==> config.mk <==
export PLATFORM = sky130hd
export DESIGN_NAME = xpi_top
export DESIGN_NICKNAME = d
export VERILOG_FILES = /design/src/shared/xpi_pkg.sv /design/src/shared/xpi_det_if.sv /design/src/xpi_line_det.sv /design/src/xpi_wake_qual.sv /design/src/xpi_top.sv
export VERILOG_INCLUDE_DIRS = /design/src /design/src/shared
export SDC_FILE = /design/constraint.sdc
export NUM_CORES = 1
export LEC_CHECK = 0
export ABC_CLOCK_PERIOD_IN_PS = 2500
export BUFFER_PORTS_ARGS = -buffer_cell sky130_fd_sc_hd__buf_2
export CELL_PAD_IN_SITES_DETAIL_PLACEMENT = 0
export CELL_PAD_IN_SITES_GLOBAL_PLACEMENT = 2
export CORE_ASPECT_RATIO = 1.4
export CORE_MARGIN = 2
export CORE_UTILIZATION = 31
export DETAILED_ROUTE_END_ITERATION = 7
export PLACE_DENSITY_LB_ADDON = 0.1
export RECOVER_POWER = 100
export SYNTH_ARGS = -nofsm -noshare
export SYNTH_HDL_FRONTEND = slang
export SYNTH_SLANG_ARGS = --single-unit
export TNS_END_PERCENT = 30
==> constraint.sdc <==
create_clock -name clk_sys -period 2.5 [get_ports clk_sys]
set_input_delay 0.75 -clock clk_sys [delete_from_list [all_inputs] [get_ports clk_sys]]
set_output_delay 0.75 -clock clk_sys [all_outputs]
set_load 0.05 [all_outputs]
==> src/shared/xpi_regs.svh <==
// Purpose: Register map, field positions, reset values and timing for the external pin
//          interrupt block.
// Assumes: 8-bit register port, 125 MHz system clock.
// Notes:   Definitions only.
`ifndef XPI_REGS_SVH
`define XPI_REGS_SVH

// ----------------------------------------------------------------------
// Register offsets
// ----------------------------------------------------------------------
`define XPI_OFS_SENSE      8'h00
`define XPI_OFS_CSTAT      8'h01
`define XPI_OFS_ENABLE     8'h02
`define XPI_OFS_FLAG       8'h03
`define XPI_OFS_STATE      8'h04

// ----------------------------------------------------------------------
// Fields
// ----------------------------------------------------------------------
`define XPI_SENSE_L0_LSB   0
`define XPI_SENSE_L1_LSB   2
`define XPI_EDGE_SEL_BIT   6
`define XPI_BIT_LINE_ONE   7
`define XPI_BIT_LINE_ZERO  6
`define XPI_BIT_LINE_ASYNC 5
`define XPI_ST_IO_RUN      7
`define XPI_ST_STARTING    6
`define XPI_ST_WAKE        5
`define XPI_ST_PINS_LSB    0
`define XPI_RST_BYTE       8'h00

// ----------------------------------------------------------------------
// Timing
// ----------------------------------------------------------------------
`define XPI_CLK_PERIOD_PS  8000
`define XPI_STARTUP_NS     65000

`endif

==> src/shared/xpi_pkg.sv <==
// Purpose: Types shared by the external pin interrupt block.
// Assumes: Nothing beyond SystemVerilog.
// Notes:   Sense codes follow the two-bit field order.
package xpi_pkg;

  typedef enum logic [1:0] {
    XPI_SENSE_LOW,
    XPI_SENSE_ANY,
    XPI_SENSE_FALL,
    XPI_SENSE_RISE
  } xpi_sense_e;

  typedef enum logic [2:0] {
    XPI_SLP_IDLE,
    XPI_SLP_ADC,
    XPI_SLP_PDOWN,
    XPI_SLP_PSAVE,
    XPI_SLP_STBY,
    XPI_SLP_XSTBY
  } xpi_sleep_e;

  typedef enum logic [1:0] {
    XPI_WK_IDLE,
    XPI_WK_FIRST,
    XPI_WK_START
  } xpi_wake_e;

endpackage

==> src/shared/xpi_det_if.sv <==
// Purpose: Carries one line's pin, sense and run enable to its detector and the results back.
// Assumes: Single clock domain.
// Notes:   One instance per line.
`timescale 1ns/1ps
interface xpi_det_if;
  import xpi_pkg::*;
  logic       pin;
  xpi_sense_e sense;
  logic       run;
  logic       evt;
  logic       low;
  modport det (input pin, input sense, input run, output evt, output low);
  modport ctl (output pin, output sense, output run, input evt, input low);
endinterface

==> src/xpi_line_det.sv <==
// Purpose: Edge and low-level detection for one interrupt line.
// Assumes: Pin already passed through a two-stage synchroniser.
// Notes:   With ASYNC_ONLY set, sense bit 0 is the edge select and level is never reported.
`timescale 1ns/1ps
module xpi_line_det #(
  parameter bit ASYNC_ONLY = 1'b0
) (
  input wire logic clk_sys,
  input wire logic rst,
  xpi_det_if.det   d
);
  import xpi_pkg::*;

  logic prev_r;
  logic armed_r;
  logic rise;
  logic fall;

  // Previous sample only tracks while the detector clock runs; on restart the
  // first sample re-arms without reporting, so a stopped clock makes no edge
  always_ff @(posedge clk_sys) begin
    if (rst) begin
      prev_r  <= 1'b1;
      armed_r <= 1'b0;
    end else if (d.run) begin
      prev_r  <= d.pin;
      armed_r <= 1'b1;
    end else begin
      armed_r <= 1'b0;
    end
  end

  assign rise = d.run && armed_r && d.pin && !prev_r;
  assign fall = d.run && armed_r && !d.pin && prev_r;

  always_comb begin
    if (ASYNC_ONLY) begin
      d.evt = d.sense[0] ? rise : fall;
    end else begin
      unique case (d.sense)
        XPI_SENSE_LOW:  d.evt = 1'b0;
        XPI_SENSE_ANY:  d.evt = rise | fall;
        XPI_SENSE_FALL: d.evt = fall;
        XPI_SENSE_RISE: d.evt = rise;
      endcase
    end
  end

  // Level view needs no running detector clock
  assign d.low = !ASYNC_ONLY && (d.sense == XPI_SENSE_LOW) && !d.pin;
endmodule

==> src/xpi_wake_qual.sv <==
// Purpose: Qualifies a level wake from deep sleep on two watchdog-clock samples, then times
//          the start-up window.
// Assumes: wdt_tick is a one-cycle pulse per watchdog oscillator period.
// Notes:   Start-up length is a parameter so simulation can shorten it.
`timescale 1ns/1ps
module xpi_wake_qual #(
  parameter int STARTUP_CYCLES = 8125
) (
  input  wire logic clk_sys,
  input  wire logic rst,
  input  wire logic deep_sleep,
  input  wire logic wdt_tick,
  input  wire logic level_low,
  output logic      wake,
  output logic      starting
);
  import xpi_pkg::*;

  xpi_wake_e   state_r;
  logic [31:0] cnt_r;

  assign starting = (state_r == XPI_WK_START);

  always_ff @(posedge clk_sys) begin
    if (rst) begin
      state_r <= XPI_WK_IDLE;
      cnt_r   <= 32'h0;
      wake    <= 1'b0;
    end else begin
      wake <= 1'b0;
      unique case (state_r)
        XPI_WK_IDLE: begin
          if (deep_sleep && wdt_tick && level_low) begin
            state_r <= XPI_WK_FIRST;
          end
        end
        XPI_WK_FIRST: begin
          if (!deep_sleep || (wdt_tick && !level_low)) begin
            state_r <= XPI_WK_IDLE;
          end else if (wdt_tick) begin
            state_r <= XPI_WK_START;
            wake    <= 1'b1;
            cnt_r   <= 32'h0;
          end
        end
        XPI_WK_START: begin
          if (cnt_r == 32'(STARTUP_CYCLES - 1)) begin
            state_r <= XPI_WK_IDLE;
          end else begin
            cnt_r <= cnt_r + 32'h1;
          end
        end
      endcase
    end
  end
endmodule

==> src/xpi_top.sv <==
// Purpose: External pin interrupt controller: three pin lines, sense and enable registers,
//          pending flags, requests to the core and wake from sleep.
// Assumes: Pins are asynchronous to clk_sys; register port and core signals are synchronous.
// Notes:   The async line is modelled as always-sampled logic that ignores the I/O clock gate.
//
// Our own choices: the address map and the plain strobed port.
`timescale 1ns/1ps
`include "xpi_regs.svh"
module xpi_top #(
  parameter int STARTUP_CYCLES =
    (`XPI_STARTUP_NS * 1000 + `XPI_CLK_PERIOD_PS - 1) / `XPI_CLK_PERIOD_PS
) (
  input  wire logic          clk_sys,
  input  wire logic          rst,
  input  wire logic [7:0]    reg_addr,
  input  wire logic [7:0]    reg_wdata,
  input  wire logic          reg_wr,
  input  wire logic          reg_rd,
  output logic      [7:0]    reg_rdata,
  input  wire logic          ext_irq_line_zero,
  input  wire logic          ext_irq_line_one,
  input  wire logic          ext_irq_line_async,
  input  wire logic          wdt_osc_clk,
  input  wire logic          global_irq_en,
  input  wire logic [2:0]    irq_ack,
  input  wire logic          sleep_en,
  input  wire xpi_pkg::xpi_sleep_e sleep_mode,
  output logic      [2:0]    irq_req,
  output logic               irq,
  output logic               io_clk_run,
  output logic               wake_req
);
  import xpi_pkg::*;

  // ----------------------------------------------------------------------
  // Line index helpers
  // ----------------------------------------------------------------------
  localparam int LZ = 0;
  localparam int LO = 1;
  localparam int LA = 2;

  // Gathers per-line bits into the shared byte layout
  function automatic logic [7:0] pack_lines(input logic [2:0] v);
    logic [7:0] b;
    b = `XPI_RST_BYTE;
    b[`XPI_BIT_LINE_ZERO]  = v[LZ];
    b[`XPI_BIT_LINE_ONE]   = v[LO];
    b[`XPI_BIT_LINE_ASYNC] = v[LA];
    return b;
  endfunction

  function automatic logic [2:0] unpack_lines(input logic [7:0] b);
    logic [2:0] v;
    v     = 3'h0;
    v[LZ] = b[`XPI_BIT_LINE_ZERO];
    v[LO] = b[`XPI_BIT_LINE_ONE];
    v[LA] = b[`XPI_BIT_LINE_ASYNC];
    return v;
  endfunction

  // ----------------------------------------------------------------------
  // Pin synchronisers
  // ----------------------------------------------------------------------
  logic [2:0] pin_raw;
  logic [2:0] pin_s1_r;
  logic [2:0] pin_s2_r;
  logic       wdt_s1_r;
  logic       wdt_s2_r;
  logic       wdt_s3_r;
  logic       wdt_tick;

  // The pad level is read whatever the pin's direction, so a line driven by
  // the device's own port output still raises its interrupt
  assign pin_raw = {ext_irq_line_async, ext_irq_line_one, ext_irq_line_zero};

  always_ff @(posedge clk_sys) begin
    if (rst) begin
      pin_s1_r <= 3'h7;
      pin_s2_r <= 3'h7;
    end else begin
      pin_s1_r <= pin_raw;
      pin_s2_r <= pin_s1_r;
    end
  end

  // Oscillator is far slower than clk_sys; a third stage turns its rising edge into a tick
  always_ff @(posedge clk_sys) begin
    if (rst) begin
      wdt_s1_r <= 1'b0;
      wdt_s2_r <= 1'b0;
      wdt_s3_r <= 1'b0;
    end else begin
      wdt_s1_r <= wdt_osc_clk;
      wdt_s2_r <= wdt_s1_r;
      wdt_s3_r <= wdt_s2_r;
    end
  end

  // One sample per watchdog oscillator period, taken on its rising edge
  assign wdt_tick = wdt_s2_r && !wdt_s3_r;

  // ----------------------------------------------------------------------
  // Sleep and I/O clock gate
  // ----------------------------------------------------------------------
  logic deep_sleep;

  always_comb begin
    if (!sleep_en) begin
      io_clk_run = 1'b1;
    end else begin
      unique case (sleep_mode)
        XPI_SLP_IDLE: io_clk_run = 1'b1;
        XPI_SLP_ADC,
        XPI_SLP_PDOWN,
        XPI_SLP_PSAVE,
        XPI_SLP_STBY,
        XPI_SLP_XSTBY: io_clk_run = 1'b0;
        default:       io_clk_run = 1'b0;
      endcase
    end
  end

  assign deep_sleep = sleep_en && !io_clk_run;

  // ----------------------------------------------------------------------
  // Register write decode
  // ----------------------------------------------------------------------
  logic       wr_sense;
  logic       wr_cstat;
  logic       wr_en;
  logic       wr_flag;

  // Writes to unmapped offsets miss every decode and change nothing
  assign wr_sense = reg_wr && (reg_addr == `XPI_OFS_SENSE);
  assign wr_cstat = reg_wr && (reg_addr == `XPI_OFS_CSTAT);
  assign wr_en    = reg_wr && (reg_addr == `XPI_OFS_ENABLE);
  assign wr_flag  = reg_wr && (reg_addr == `XPI_OFS_FLAG);

  // ----------------------------------------------------------------------
  // Configuration registers
  // ----------------------------------------------------------------------
  logic [7:0] sense_r;
  logic [7:0] cstat_r;
  logic [2:0] en_r;

  always_ff @(posedge clk_sys) begin
    if (rst) begin
      sense_r <= `XPI_RST_BYTE;
      cstat_r <= `XPI_RST_BYTE;
    end else begin
      if (wr_sense) begin
        sense_r <= reg_wdata;
      end
      if (wr_cstat) begin
        cstat_r <= reg_wdata;
      end
    end
  end

  always_ff @(posedge clk_sys) begin
    if (rst) begin
      en_r <= 3'h0;
    end else if (wr_en) begin
      en_r <= unpack_lines(reg_wdata);
    end
  end

  // ----------------------------------------------------------------------
  // Line detectors
  // ----------------------------------------------------------------------
  xpi_det_if det_if [3] ();
  logic [2:0] evt;
  logic [2:0] low;
  logic [2:0] level_mode;

  assign det_if[LZ].pin   = pin_s2_r[LZ];
  assign det_if[LZ].sense = xpi_sense_e'(sense_r[`XPI_SENSE_L0_LSB +: 2]);
  assign det_if[LZ].run   = io_clk_run;
  assign det_if[LO].pin   = pin_s2_r[LO];
  assign det_if[LO].sense = xpi_sense_e'(sense_r[`XPI_SENSE_L1_LSB +: 2]);
  assign det_if[LO].run   = io_clk_run;
  assign det_if[LA].pin   = pin_s2_r[LA];
  // Async line: edge select rides in the low sense bit, level code never used
  assign det_if[LA].sense = cstat_r[`XPI_EDGE_SEL_BIT] ? XPI_SENSE_RISE : XPI_SENSE_FALL;
  assign det_if[LA].run   = 1'b1;

  genvar gi;
  generate
    for (gi = 0; gi < 3; gi++) begin : g_det
      xpi_line_det #(
        .ASYNC_ONLY (gi == LA)
      ) u_det (
        .clk_sys (clk_sys),
        .rst     (rst),
        .d       (det_if[gi])
      );
      assign evt[gi]        = det_if[gi].evt;
      assign low[gi]        = det_if[gi].low;
      assign level_mode[gi] = (gi != LA) && (det_if[gi].sense == XPI_SENSE_LOW);
    end
  endgenerate

  // ----------------------------------------------------------------------
  // Pending flags
  // ----------------------------------------------------------------------
  logic [2:0] flag_r;
  logic [2:0] flag_clr;

  // Hardware clear in level mode; a new edge in the clear cycle still sets
  assign flag_clr = irq_ack | (wr_flag ? unpack_lines(reg_wdata) : 3'h0) | level_mode;

  always_ff @(posedge clk_sys) begin
    if (rst) begin
      flag_r <= 3'h0;
    end else begin
      flag_r <= (flag_r & ~flag_clr) | evt;
    end
  end

  // ----------------------------------------------------------------------
  // Wake qualification
  // ----------------------------------------------------------------------
  logic level_wake_src;
  logic qual_wake;
  logic starting;

  assign level_wake_src = |(low & en_r);

  xpi_wake_qual #(
    .STARTUP_CYCLES (STARTUP_CYCLES)
  ) u_wake (
    .clk_sys    (clk_sys),
    .rst        (rst),
    .deep_sleep (deep_sleep),
    .wdt_tick   (wdt_tick),
    .level_low  (level_wake_src),
    .wake       (qual_wake),
    .starting   (starting)
  );

  // ----------------------------------------------------------------------
  // Wake request
  // ----------------------------------------------------------------------
  // Wake request holds until the core leaves sleep; edge wakes need no
  // watchdog samples, so one caught edge on an enabled line is enough
  always_ff @(posedge clk_sys) begin
    if (rst) begin
      wake_req <= 1'b0;
    end else if (!sleep_en) begin
      wake_req <= 1'b0;
    end else if (qual_wake) begin
      wake_req <= 1'b1;
    end else if (io_clk_run && level_wake_src) begin
      wake_req <= 1'b1;
    end else if (|(evt & en_r)) begin
      wake_req <= 1'b1;
    end
  end

  // ----------------------------------------------------------------------
  // Requests to the core
  // ----------------------------------------------------------------------
  logic [2:0] level_act;

  // No level request while start-up runs or the core is in deep sleep; a source
  // that lets go early therefore wakes the device but is never serviced
  assign level_act = (starting || deep_sleep) ? 3'h0 : low;

  assign irq_req = {3{global_irq_en}} & en_r & (flag_r | level_act);

  // ----------------------------------------------------------------------
  // Interrupt output
  // ----------------------------------------------------------------------
  // One level output; the core picks the line from irq_req and acknowledges it
  assign irq     = |irq_req;

  // ----------------------------------------------------------------------
  // Read path
  // ----------------------------------------------------------------------
  logic [7:0] state_byte;

  always_comb begin
    state_byte = `XPI_RST_BYTE;
    state_byte[`XPI_ST_IO_RUN]   = io_clk_run;
    state_byte[`XPI_ST_STARTING] = starting;
    state_byte[`XPI_ST_WAKE]     = wake_req;
    state_byte[`XPI_ST_PINS_LSB +: 3] = pin_s2_r;
  end

  always_ff @(posedge clk_sys) begin
    if (rst) begin
      reg_rdata <= `XPI_RST_BYTE;
    end else if (reg_rd) begin
      unique case (reg_addr)
        `XPI_OFS_SENSE:  reg_rdata <= sense_r;
        `XPI_OFS_CSTAT:  reg_rdata <= cstat_r;
        `XPI_OFS_ENABLE: reg_rdata <= pack_lines(en_r);
        `XPI_OFS_FLAG:   reg_rdata <= pack_lines(flag_r);
        `XPI_OFS_STATE:  reg_rdata <= state_byte;
        default:         reg_rdata <= `XPI_RST_BYTE;
      endcase
    end else begin
      reg_rdata <= `XPI_RST_BYTE;
    end
  end
endmodule

==> flow_summary_export.csv <==
group,metric,value,unit
power,cellLeakagePower,1.63,nW
sta,finClkSkew,0.00557,ns
global_routing,grt_max_degree,29,
sta,fmax,391,MHz
worst_setup_path,worstSetupPathType,"in -> out",
final_layout,layout-drive-gt1-share,20.5,%
outcome,violations,"negative setup slack",
worst_setup_path,cp.arrival,1.81,ns
worst_setup_path,crit_slowest_cell,"or3_4",
sta,drv_slew,0,
route,drt_iter0_drc,165,
clock_tree,htreeDepth,3,
clock_tree,tritoncts,"done",
sta,setup_tns,-0.0870,ns
sta,setup_viol,2,
synth,yosys-mux-area-fraction,2.45,%
sta,finalHoldViolCount,0,
worst_setup_path,slowest_delay,0.38,ns
synth,synth-warning-count,0,
sta,rsz0062_at_grt,"true",
clock_tree,cts-root-buf,"clkbuf_16",
synth,synthAdderAreaFrac,1.63,%
floorplanning,coreArea,0.0122,mm2
worst_setup_path,crit_fanout,2,
floorplanning,die_h,136,um
worst_setup_path,crit_chain,"buf_6, o31a_1, nor2_2, a21oi_2, nor2_4, or3_4, buf_8",
route,wl,11400,um
route,drt-pass1-iter-count,4,
hold_path,hold_path_class,"reg -> reg",
synth,async_reset_ff_share,0,%
synth,synth_compound_area_share,18.2,%
synth,synth-edff-count,0,
synth,yosysSeqAreaShare,41.7,%
global_routing,grt_pass1_wl,18600,um
final_layout,synthToLayoutAreaGrowth,24.3,%
clock_tree,clockBufferDepth,2,
synth,synthCells,453,
route,vias_per_cell,5.43,
floorplanning,initial_core_util,31.5,%
final_layout,finalNetCount,555,
worst_setup_path,crit_path_start_kind,"input pin",
place,hpwl,8480,um
synth,synth_top_family_by_area,"simple AND/OR/NAND/NOR gates",
worst_setup_path,cp.buffers_inverters,2,
worst_setup_path,required,1.75,ns
place,io_buffers,45,
sta,hold_ws,0.411,ns
global_routing,antenna_found_initial,0,
synth,synth-xor-area-share,0.456,%
synth,synth-simple-area-share,31.8,%
synth,synth_area,0.00384,mm2
global_routing,globalRouteOverflowTotal,0,
synth,synth_ff_type,"dfxtp_1",
worst_setup_path,crit_family,"simple AND/OR/NAND/NOR gates",
place,place.gp.congestion,0.780,
sta,timing.slew.headroom,32.1,%
global_routing,grt_pass1_vias,3612,
final_layout,antenna_cells,0,
sta,fin_crit_sh,102,%
power,power_density,613,mW/mm2
clock_tree,cts.clk_slew.worst_paths,0.06,ns
clock_tree,cts_buffers,9,
floorplanning,dieWidth,98.0,um
synth,synth.net_count,490,
route,wire_per_inst,16.9,um
clock_tree,post-cts-setup-buffers,0,
final_layout,fill_cells,1292,
clock_tree,cts_hold_buffers,0,
route,drc,0,
synth,post_synth_num_cell_types,52,
synth,ys_seq_elements,80,
floorplanning,io_pins,46,
global_routing,grt_util_all_layers,17.9,%
route,vias,3649,
synth,avgSynthCellArea,8.47,um2
floorplanning,die_area,0.0133,mm2
clock_tree,clock-sinks,80,
sta,worst_pin_slew,1.02,ns
floorplanning,row_count,48,
flow_run,drv_cap,0,
clock_tree,clk_latency,0.33,ns
outcome,status,"complete, but fails checks",
route,antenna_left,0,
sta,setup_ws,-0.0556,ns
sta,layout_min_cycle_time,2.56,ns
power,ir_drop,0.361,mV
worst_setup_path,setup.worst_path.end_class,"output pin",
## Yosys cell counts (all sizes together) (9+ instances only)
| cell type | count | area, um2 |
|---|---|---|
| or4 | 19 | 143 |
| nand4 | 23 | 144 |
| inv | 9 | 33.8 |
| nand3 | 31 | 155 |
| clkbuf | 17 | 63.8 |
| o21ai | 16 | 80.1 |
| nand2 | 39 | 146 |
| or2 | 9 | 56.3 |
| or3 | 12 | 75.1 |
| o31ai | 17 | 128 |
| dfxtp | 80 | 1600 |
| a21oi | 54 | 282 |
| nor2 | 30 | 115 |
## cell families after synthesis
kind of cell,after synthesis
and+or+nand+nor,214
AOI/OAI and AO/OA,109
DFF,80
buffers and inverters,34
muxes,9
adders and majority gates,5
xor gates and xnor gates,2
## through the flow
stage                     utilization, %  worst slack [ns]  std cells  instance area (um2)  power, W
final                               39.1           -0.0556        672                 4770   0.00292
after global routing                39.1            -0.103        672                 4770   0.00304
after CTS                           39.1           -0.0735        672                 4770   0.00296
after detailed placement            36.3            -0.148        657                 4430   0.00150
after global placement              36.3            -0.130        657                 4430   0.00150
after floorplan                        -            -0.149        453                 3860   0.00143
## cell usage in the layout, fill, tap and decap left out, types with 3 or more instances in the layout
master and n:
and2_1 4, ha_1 4, and3_1 7, nand4_1 23, nor2b_1 3, a222oi_1 6
inv_1 8, a22o_1 4, mux2i_1 6, clkbuf_1 14, or4_1 19, a21oi_1 51
or3_1 11, dfxtp_1 80, nand3_1 31, buf_6 3, nor2_1 26, buf_2 29
nor3_1 6, nand2b_1 4, mux2_2 3, o21ai_0 16, buf_4 29, nand2_1 39
clkbuf_16 9, nor4_1 5, nor3b_1 3, or2_2 9, and4_1 5, o31ai_1 17
nand3b_1 5
## what timing repair did
action | CTS | global route
pin swaps | 1 | 5
setup endpoints to repair | 4 | 3
hold endpoints to repair | 0 | 0
resized for setup | 6 | 6
## registers in the layout, indices dropped and copies added, names as in the netlist, 2 cells and up
register,count
en_r,3
pin_s2_r,3
pin_s1_r,3
reg_rdata,8
g_det.u_det.armed_r,2
u_wake.cnt_r,32
g_det.u_det.prev_r,3
u_wake.state_r,2
sense_r,8
flag_r,3
cstat_r,8
## layout make-up
| cell class | instances | area, um2 | area share, % |
|---|---|---|---|
| inverters | 11 | 41.3 | 0.866 |
| flip-flops and latches | 80 | 1600 | 33.6 |
| well taps | 150 | 188 | 3.93 |
| repair buffers | 77 | 500 | 10.5 |
| multi-input cells | 339 | 2120 | 44.4 |
| clock inverters | 3 | 65.1 | 1.36 |
| clock buffers | 12 | 256 | 5.38 |
## path summary, 6_finish.rpt
check | to | cells past startpoint | slack (ns) | from
max | irq | 7 | -0.06 | sleep_en
min reg2reg | pin_s2_r[1]$_SDFF_PP1_ | 1 | 0.41 | pin_s1_r[1]$_SDFF_PP1_
min | pin_s2_r[1]$_SDFF_PP1_ | 1 | 0.41 | pin_s1_r[1]$_SDFF_PP1_
max reg2reg | u_wake.cnt_r[6]$_SDFFE_PP0P_ | 6 | 0.16 | sense_r[0]$_SDFFE_PP0P_
## power breakdown
group	switching, W	internal, W	leakage (nW)
Clock	0.000525	0.000923	0.159
Combinational	0.000102	0.0000704	0.824
Sequential	0.00000953	0.00129	0.647
## routing by layer
metal / up-vias / part of all wire (%) / track usage, %
met3: 11 / 2.4 / 3.20
met2: 48 / 55 / 34.2
met1: 1750 / 41 / 19.5
met5: - / 0 / 0
li1: 1840 / - / -
met4: 0 / 1.6 / 6.25
No activity file was read; power rests on OpenSTA's default activity.
